**src/edpc_map.vh**
```
// Register map, field positions, reset values and timing constants for the energy-detect power control.
`ifndef EDPC_MAP_VH
`define EDPC_MAP_VH
`define EDPC_ADDR_CTRL 8'h1d
`define EDPC_ADDR_IRQ_STAT 8'h1e
`define EDPC_ADDR_IRQ_MASK 8'h1f
`define EDPC_BIT_EN 15
`define EDPC_BIT_AUTO_UP 14
`define EDPC_BIT_AUTO_DOWN 13
`define EDPC_BIT_MAN 12
`define EDPC_BIT_BURST_DIS 11
`define EDPC_BIT_PWR 10
`define EDPC_BIT_ERR_MET 9
`define EDPC_BIT_DATA_MET 8
`define EDPC_ERR_HI 7
`define EDPC_ERR_LO 4
`define EDPC_DATA_HI 3
`define EDPC_DATA_LO 0
`define EDPC_RST_AUTO 1'h1
`define EDPC_RST_THRESH 4'h1
`define EDPC_BURST_PULSES 3'h4
`define EDPC_SINGLE_PULSE 3'h1
`define EDPC_IDLE_TIMEOUT_S 2
`define EDPC_CLK_HZ 100000000
`define EDPC_IRQ_BITS 4
`define EDPC_IRQ_UP 0
`define EDPC_IRQ_DOWN 1
`define EDPC_IRQ_DATA 2
`define EDPC_IRQ_ERR 3
`define EDPC_PULSE_GAP 8'h10
`endif

```
**src/edpc_core.v**
```verilog
// Energy-detect power management with Avalon-MM register access.
`timescale 1ns/1ps
`include "edpc_map.vh"
module edpc_core #(
  // Cycles of silence on the data input before both counters clear; shortened in simulation.
  parameter IDLE_CYCLES = `EDPC_IDLE_TIMEOUT_S * `EDPC_CLK_HZ
) (
  // Clock and reset
  input wire clk_sys,
  input wire reset,
  // Avalon-MM slave
  input wire [7:0] avs_address,
  input wire avs_read,
  input wire avs_write,
  input wire [31:0] avs_writedata,
  output reg [31:0] avs_readdata,
  output wire avs_waitrequest,
  // Line energy inputs from the analog front end
  input wire line_data_event,
  input wire line_error_event,
  input wire line_energy,
  // Line driver control
  output reg line_driver_power_up,
  output wire line_pulse,
  // Interrupt
  output wire irq
);
  // Idle count width covers the two-second default with room.
  localparam CW = 32;
  // Bus handshake states: each request spends one cycle waiting, then one answering.
  localparam BUS_IDLE = 1'h0;
  localparam BUS_ACK = 1'h1;


  // Pin synchronisers; stage one feeds only stage two.
  reg [2:0] sync1_r;
  reg [2:0] sync2_r;
  reg data_prev_r;
  reg err_prev_r;

  // Control register fields.
  reg en_r;
  reg auto_up_r;
  reg auto_down_r;
  reg man_r;
  reg burst_dis_r;
  reg err_met_r;
  reg data_met_r;
  reg [3:0] err_thr_r;
  reg [3:0] data_thr_r;

  // Counters and state.
  reg [3:0] data_cnt_r;
  reg [3:0] err_cnt_r;
  reg [CW-1:0] idle_cnt_r;
  reg power_up_start_r;

  // Interrupt registers.
  reg [`EDPC_IRQ_BITS-1:0] irq_stat_r;
  reg [`EDPC_IRQ_BITS-1:0] irq_mask_r;

  // Bus answer handshake: one wait cycle then acknowledge.
  reg ack_r;
  reg ack_nxt;

  wire data_evt;
  wire err_evt;
  wire energy;
  wire access;
  wire wr_ack;
  wire rd_ack;
  wire ctrl_wr;
  wire ctrl_rd;
  wire data_reached;
  wire err_reached;
  wire go_up;
  wire go_down;
  wire idle_expired;
  // Bus decode, threshold hits and next power state.
  wire sel_ctrl;
  wire sel_stat;
  wire sel_mask;
  wire err_hit;
  wire data_hit;
  reg power_nxt;
  reg start_nxt;

  // Saturating increment used by both event counters.
  function [3:0] sat_inc;
    input [3:0] v;
    begin
      sat_inc = (v == 4'hf) ? v : v + 4'h1;
    end
  endfunction

  always @(posedge clk_sys)
  begin
    if (reset)
    begin
      sync1_r <= 3'h0;
      sync2_r <= 3'h0;
      data_prev_r <= 1'b0;
      err_prev_r <= 1'b0;
    end
    else
    begin
      sync1_r <= {line_energy, line_error_event, line_data_event};
      sync2_r <= sync1_r;
      data_prev_r <= sync2_r[0];
      err_prev_r <= sync2_r[1];
    end
  end

  assign data_evt = sync2_r[0] & ~data_prev_r;
  assign err_evt = sync2_r[1] & ~err_prev_r;
  assign energy = sync2_r[2];

  // Request is held until waitrequest falls, so the access completes at the ack cycle.
  assign access = (avs_read | avs_write) & ~ack_r;
  assign avs_waitrequest = (avs_read | avs_write) & ~ack_r;
  assign wr_ack = avs_write & ack_r;
  assign rd_ack = avs_read & ack_r;
  assign ctrl_wr = wr_ack && sel_ctrl;
  assign ctrl_rd = rd_ack && sel_ctrl;

  // One decode per register serves the writes and the read-clear; the read mux decodes the address in its own case.
  assign sel_ctrl = (avs_address == `EDPC_ADDR_CTRL);
  assign sel_stat = (avs_address == `EDPC_ADDR_IRQ_STAT);
  assign sel_mask = (avs_address == `EDPC_ADDR_IRQ_MASK);

  // A request still up after its answer is taken as a new one and waits again.
  always @*
  begin
    case (ack_r)
      BUS_IDLE:
        ack_nxt = (avs_read | avs_write) ? BUS_ACK : BUS_IDLE;
      BUS_ACK:
        ack_nxt = BUS_IDLE;
      default:
        ack_nxt = BUS_IDLE;
    endcase
  end

  always @(posedge clk_sys)
  begin
    if (reset)
      ack_r <= BUS_IDLE;
    else
      ack_r <= ack_nxt;
  end

  assign data_reached = sat_inc(data_cnt_r) >= data_thr_r;
  assign err_reached = sat_inc(err_cnt_r) >= err_thr_r;
  assign idle_expired = idle_cnt_r >= IDLE_CYCLES - 1;

  // Automatic transitions; the manual toggle overrides both.
  assign go_up = en_r && !line_driver_power_up && auto_up_r && data_evt && data_reached;
  assign go_down = en_r && line_driver_power_up && auto_down_r && !energy;

  // Hits count only while enabled, so a disabled block raises no flag.
  assign err_hit = en_r && err_evt && err_reached;
  assign data_hit = en_r && data_evt && data_reached;

  // Next power state; the manual toggle wins over both automatic paths.
  always @*
  begin
    power_nxt = line_driver_power_up;
    start_nxt = 1'b0;
    if (man_r && en_r)
    begin
      power_nxt = !line_driver_power_up;
      start_nxt = !line_driver_power_up;
    end
    else if (go_up)
    begin
      power_nxt = 1'b1;
      start_nxt = 1'b1;
    end
    else if (go_down)
      power_nxt = 1'b0;
  end

  // Event counters and idle timer.
  // Only a data event restarts the timer; error events alone let the counts expire.
  always @(posedge clk_sys)
  begin
    if (reset || !en_r)
    begin
      data_cnt_r <= 4'h0;
      err_cnt_r <= 4'h0;
      idle_cnt_r <= {CW{1'b0}};
    end
    else if (data_evt)
    begin
      data_cnt_r <= sat_inc(data_cnt_r);
      if (err_evt)
        err_cnt_r <= sat_inc(err_cnt_r);
      idle_cnt_r <= {CW{1'b0}};
    end
    else if (idle_expired)
    begin
      data_cnt_r <= 4'h0;
      err_cnt_r <= 4'h0;
      idle_cnt_r <= {CW{1'b0}};
    end
    else
    begin
      if (err_evt)
        err_cnt_r <= sat_inc(err_cnt_r);
      idle_cnt_r <= idle_cnt_r + 32'h1;
    end
  end

  // Control register and power state.
  always @(posedge clk_sys)
  begin
    if (reset)
    begin
      en_r <= 1'b0;
      auto_up_r <= `EDPC_RST_AUTO;
      auto_down_r <= `EDPC_RST_AUTO;
      man_r <= 1'b0;
      burst_dis_r <= 1'b0;
      err_thr_r <= `EDPC_RST_THRESH;
      data_thr_r <= `EDPC_RST_THRESH;
      err_met_r <= 1'b0;
      data_met_r <= 1'b0;
      line_driver_power_up <= 1'b0;
      power_up_start_r <= 1'b0;
    end
    else
    begin
      power_up_start_r <= 1'b0;
      if (ctrl_wr)
      begin
        en_r <= avs_writedata[`EDPC_BIT_EN];
        auto_up_r <= avs_writedata[`EDPC_BIT_AUTO_UP];
        auto_down_r <= avs_writedata[`EDPC_BIT_AUTO_DOWN];
        man_r <= avs_writedata[`EDPC_BIT_MAN];
        burst_dis_r <= avs_writedata[`EDPC_BIT_BURST_DIS];
        err_thr_r <= avs_writedata[`EDPC_ERR_HI:`EDPC_ERR_LO];
        data_thr_r <= avs_writedata[`EDPC_DATA_HI:`EDPC_DATA_LO];
      end
      else
        man_r <= 1'b0;
      // A read clears the flags, but an event in the same cycle wins.
      if (ctrl_rd)
      begin
        err_met_r <= 1'b0;
        data_met_r <= 1'b0;
      end
      if (err_hit)
        err_met_r <= 1'b1;
      if (data_hit)
        data_met_r <= 1'b1;
      line_driver_power_up <= power_nxt;
      power_up_start_r <= start_nxt;
    end
  end

  // The burst length is taken at the power-up edge; changing bit 11 mid-burst has no effect.
  edpc_pulse_gen #(
    .GAP(`EDPC_PULSE_GAP)
  ) u_pulse (
    .clk_sys(clk_sys),
    .reset(reset),
    .start(power_up_start_r),
    .count(burst_dis_r ? `EDPC_SINGLE_PULSE : `EDPC_BURST_PULSES),
    .pulse_out(line_pulse)
  );

  // Interrupt status: power-up, power-down, data met, error met.
  always @(posedge clk_sys)
  begin
    if (reset)
    begin
      irq_stat_r <= {`EDPC_IRQ_BITS{1'b0}};
      irq_mask_r <= {`EDPC_IRQ_BITS{1'b0}};
    end
    else
    begin
      if (wr_ack && sel_mask)
        irq_mask_r <= avs_writedata[`EDPC_IRQ_BITS-1:0];
      irq_stat_r <= (irq_stat_r & ~((wr_ack && sel_stat) ?
                    avs_writedata[`EDPC_IRQ_BITS-1:0] : {`EDPC_IRQ_BITS{1'b0}}))
                    | {err_hit, data_hit,
                       power_down_evt(line_driver_power_up, man_r, en_r, go_down, go_up),
                       power_up_start_r};
    end
  end

  // Any transition that leaves the driver powered down.
  function power_down_evt;
    input up;
    input man;
    input en;
    input down;
    input upgo;
    begin
      power_down_evt = up && ((man && en) || (!(man && en) && !upgo && down));
    end
  endfunction

  // Masking hides a status bit from the interrupt but leaves it pending.
  assign irq = |(irq_stat_r & irq_mask_r);

  // Read data is registered and valid at the ack edge.
  // The flags are captured here one edge before the read clears them, so a flag set at that capture edge is cleared unread.
  always @(posedge clk_sys)
  begin
    if (reset)
      avs_readdata <= 32'h0;
    else if (access && avs_read)
    begin
      case (avs_address)
        `EDPC_ADDR_CTRL:
          avs_readdata <= {16'h0, en_r, auto_up_r, auto_down_r, man_r, burst_dis_r,
                           line_driver_power_up, err_met_r, data_met_r, err_thr_r, data_thr_r};
        `EDPC_ADDR_IRQ_STAT:
          avs_readdata <= {28'h0, irq_stat_r};
        `EDPC_ADDR_IRQ_MASK:
          avs_readdata <= {28'h0, irq_mask_r};
        default:
          avs_readdata <= 32'h0;
      endcase
    end
  end
endmodule // edpc_core

```
**src/edpc_pulse_gen.v**
```verilog
// Energy-detect pulse burst generator fired on each line driver power-up.
`timescale 1ns/1ps
module edpc_pulse_gen #(
  parameter GAP = 8'h10
) (
  // Clock and reset
  input wire clk_sys,
  input wire reset,
  // Control
  input wire start,
  input wire [2:0] count,
  // Line side
  output reg pulse_out
);
  reg [2:0] left_r;
  reg [7:0] gap_r;

  always @(posedge clk_sys)
  begin
    if (reset)
    begin
      left_r <= 3'h0;
      gap_r <= 8'h00;
      pulse_out <= 1'b0;
    end
    else if (start)
    begin
      // A new power-up restarts the burst rather than queueing a second one.
      left_r <= count;
      gap_r <= 8'h00;
      pulse_out <= 1'b0;
    end
    else if (gap_r != 8'h00)
    begin
      gap_r <= gap_r - 8'h01;
      pulse_out <= 1'b0;
    end
    else if (left_r != 3'h0)
    begin
      left_r <= left_r - 3'h1;
      gap_r <= GAP;
      pulse_out <= 1'b1;
    end
    else
    begin
      pulse_out <= 1'b0;
    end
  end
endmodule // edpc_pulse_gen
```
**config.mk**
```make
export PLATFORM = sky130hd
export DESIGN_NAME = edpc_core
export DESIGN_NICKNAME = d
export VERILOG_FILES = /design/src/edpc_core.v /design/src/edpc_pulse_gen.v
export VERILOG_INCLUDE_DIRS = /design/src
export SDC_FILE = /design/constraint.sdc
export NUM_CORES = 1
export LEC_CHECK = 0
export BUFFER_PORTS_ARGS = -buffer_cell sky130_fd_sc_hd__buf_2
export CAP_MARGIN = 30
export CORE_UTILIZATION = 53
export CTS_CLUSTER_SIZE = 8
export DETAILED_ROUTE_END_ITERATION = 8
export GPL_TIMING_DRIVEN = 0
export HOLD_SLACK_MARGIN = 0.06
export MAX_ROUTING_LAYER = met4
export PLACE_DENSITY = 0.76
export SLEW_MARGIN = 20
export SYNTH_ARGS = -nofsm -noshare
export SYNTH_HDL_FRONTEND = slang
export SYNTH_SLANG_ARGS = --single-unit
export TNS_END_PERCENT = 20
```
**constraint.sdc**
```tcl
create_clock -name clk_sys -period 2.9 [get_ports clk_sys]
set_clock_uncertainty 0.2 [all_clocks]
set_input_delay 0 -clock clk_sys [delete_from_list [all_inputs] [get_ports clk_sys]]
set_output_delay 0 -clock clk_sys [all_outputs]
set_load 0.01 [all_outputs]
```
==> summary.txt <==
Layout
  • Design Area, Final: 5530 um2
  • Commonest non-fill, non-tap cells in the layout: dfxtp_1 (102), nor2_1 (76), nand2_1 (49), buf_2 (47), nand3_1 (35)
  • Layout cells sized above 1: 0.146
  • Area growth from synthesis to layout: 20.6%
  • # nets final: 692
  • Antenna cells: 0
  • Most common cell after layout, fill and taps aside: dfxtp_1

STA
  • Worst-Margin Slew: 0.728 ns
  • Max-slew violations: 0
  • Total negative slack: 0 ns
  • RSZ-0062 raised after global routing: false
  • Final worst-path setup slack: 0.138 ns
  • Max Fclk: 0.362 GHz
  • Final Setup Violations: 0
  • Tmin final: 2.76 ns
  • Max-slew headroom: 0.510
  • Endpoints failing hold: 0
  • Fin crit share: 0.952

Job
  • Max_cap viols: 0

Power
  • Flop pwr share: 0.521
  • Power, Total: 2.85 mW
  • P_leak: 2.19 nW
  • Worst IR Drop VDD: 230 uV
  • Clock network fraction of design power: 0.347
  • Power Internal: 2.12 mW
  • Logic pwr share: 0.132
  • Switching Fraction: 0.257
  • Pwr Density: 516 nW/um2
  • Switch Pwr: 0.732 mW

Logic synthesis
  • Cell accounting for the most synthesized area: dfxtp_1
  • Cell Area, Synth: 4590 um2
  • Syn Inst Count: 525
  • Syn_area_per_cell: 8.74 um2
  • Sequential area share after synthesis: 0.445
  • Yosys reg bits: 102
  • FFs w/ async S/R, synth: 0
  • Cell variety after synth: 53
  • Post-synth EDFFs: 0
  • Yosys top cell area share: 0.445
  • Synth warn: 0
  • Synth Flop Type: dfxtp_1
  • Top cells by area, synth: dfxtp_1 (45%), nor2_1 (6.2%), mux2i_1 (4.1%), ha_1 (4.1%), nand2_1 (4.0%)

Floorplan
  • Std-Cell Rows: 33
  • Ports: 83
  • Die H: 95.0 um
  • Starting Density: 0.553
  • Die ar.: 9030 um2
  • Chip width: 95.0 um
  • Area of the core: 8300 um2

Worst setup path
  • Critical Path End Type: flip-flop
  • Crit-path cells: dlygate4sd3_1 > buf_2 > inv_1 > nand2_1 > nor3_2 > buf_2 > mux2i_1 > nand2_1 > dlygate4sd3_1
  • CP Max Fanout: 10
  • WP buf/inv: 5
  • Max incr delay on CP: 0.63 ns
  • Slowest CP cell: nor3_2
  • Crit path DAT: 2.83 ns
  • Top delay family on crit path: buffers and inverters
  • Critical path type: input pin to flip-flop
  • CP required: 2.97 ns
  • Worst setup SP type: input pin

Global route
  • Total routing usage reported by global routing: 0.235
  • First-pass GRT wire length: 15900 um
  • Antenna violations before repair: 0
  • Largest net degree at the start of global routing: 18
  • Total global routing overflow: 0
  • Vias in the first global route: 3470

Drt
  • Wirelength, routed: 9900 um
  • Residual DRC count: 0
  • Wirelength per Cell: 13.4 um
  • Vias per Instance: 5.24
  • Iter 0 DRT Violations: 154
  • First-pass DRT Iterations: 5
  • Detail Route Antenna Nets: 0
  • Via count: 3876

Placed design
  • Final Wtd Congestion: 0.867
  • Port bufs: 46
  • Area of placed instances: 5020 um2
  • Dpl hpwl: 6850 um
  • Pre-CTS setup slack: 0.338 ns

Clock network
  • H-tree depth: 3
  • Clk Latency, worst-skew pair: 0.37 ns
  • CTS Sinks: 102
  • CTS Buf Count: 9
  • CTS tree: done
  • Cts repair resizes: 0
  • Root buf cell: clkbuf_8
  • CTS max path bufs: 2
  • Worst-path clk slew: 0.10 ns

Hold path
  • Worst min-delay path class: input pin to flip-flop

Status
  • Outcome: finished, final reports clean
## worst paths after layout
kind,startpoint,to,slack (ns),depth (start not counted)
setup / recovery,avs_address[1],auto_up_r,0.14,9
hold / removal,avs_address[5],data_thr_r[1],0.07,6
setup reg to reg,ack_r,auto_up_r,0.20,6
hold reg to reg,sync1_r[0],sync2_r[0],0.25,1
## logic make-up (layout without fill, tap and decap cells)
family / count (synthesis) / in the layout / share of synthesized area
AO/OA/AOI/OAI: 70 / 70 / 0.0941
XOR/XNOR: 34 / 34 / 0.0649
adder cells (fa/ha/maj): 15 / 15 / 0.0409
buffers and inverters: 52 / 143 / 0.0592
flip-flops: 102 / 102 / 0.445
multiplexers: 21 / 21 / 0.0464
other: 1 / 20 / 0.000817
AND/OR/NAND/NOR: 230 / 230 / 0.249
## flip-flops by register name (all words and copies together), names as in the netlist, 3 cells and up
signal and count:
data_cnt_r 4, u_pulse.left_r 3, irq_stat_r 4, u_pulse.gap_r 8, avs_readdata 16, sync2_r 3, idle_cnt_r 32, irq_mask_r 4
sync1_r 3, err_thr_r 4, err_cnt_r 4, data_thr_r 4
## Yosys cell counts, types with 3 or more instances
cell type / number
a31oi_1: 3
nand3_1: 35
inv_1: 22
nand2_1: 49
ha_1: 15
nor2b_1: 18
dfxtp_1: 102
clkbuf_1: 10
and3_1: 5
a21oi_1: 27
nand4b_1: 3
and4_1: 3
nand3b_1: 3
mux2i_1: 19
o21ai_0: 14
o211ai_1: 4
a211oi_1: 6
nor4_1: 4
nand4_1: 8
buf_4: 16
xnor2_1: 13
nor3_1: 8
nand2b_1: 3
or3_1: 3
nor2_1: 76
xor2_1: 21
a21o_1: 3
## per-stage QoR
step | utilization | hold WS, ns | instances
4_1_cts | 0.667 | 0.0614 | 740
3_5_place_dp | 0.605 | 0.0160 | 695
2_1_floorplan | - | -0.117 | 544
5_1_grt | 0.667 | 0.105 | 740
6_report | 0.667 | 0.0735 | 740
3_3_place_gp | 0.605 | 0.0131 | 695
## metal layers
metal | track usage | share of wire
met4 | 0.0657 | 0.0086
met1 | 0.293 | 0.46
met2 | 0.391 | 0.49
met3 | 0.0431 | 0.048
met5 | - | 0
## power groups by stage
stage                     logic (mW)  registers, mW  clock network (mW)
final                          0.375           1.49               0.989
after global routing           0.422           1.50                1.06
after CTS                      0.374           1.49                1.01
after detailed placement       0.349           1.52                   0
after global placement         0.333           1.52                   0
after floorplan                0.275           1.51                   0
## worst min-delay path, stage by stage
cell and delay, ns:
buf_2 0.08, nor4b_1 0.04, nand3_1 0.14, nor3_2 0.14, mux2i_1 0.14, nor2_1 0.07
## what timing repair did
item	in CTS	in global routing
setup buffers	0	0
hold buffers	29	0
hold endpoints to repair	53	0
## cell type report
cell class,count,area [um2]
Fill cell,688,2770
Timing Repair Buffer,75,520
Sequential cell,102,2040
Tap cell,105,131
Clock buffer,10,128
Inverter,22,82.6
Buffer,30,189
Multi-Input combinational cell,390,2350
Clock inverter,6,92.6
(Power assumes the default switching activity.)
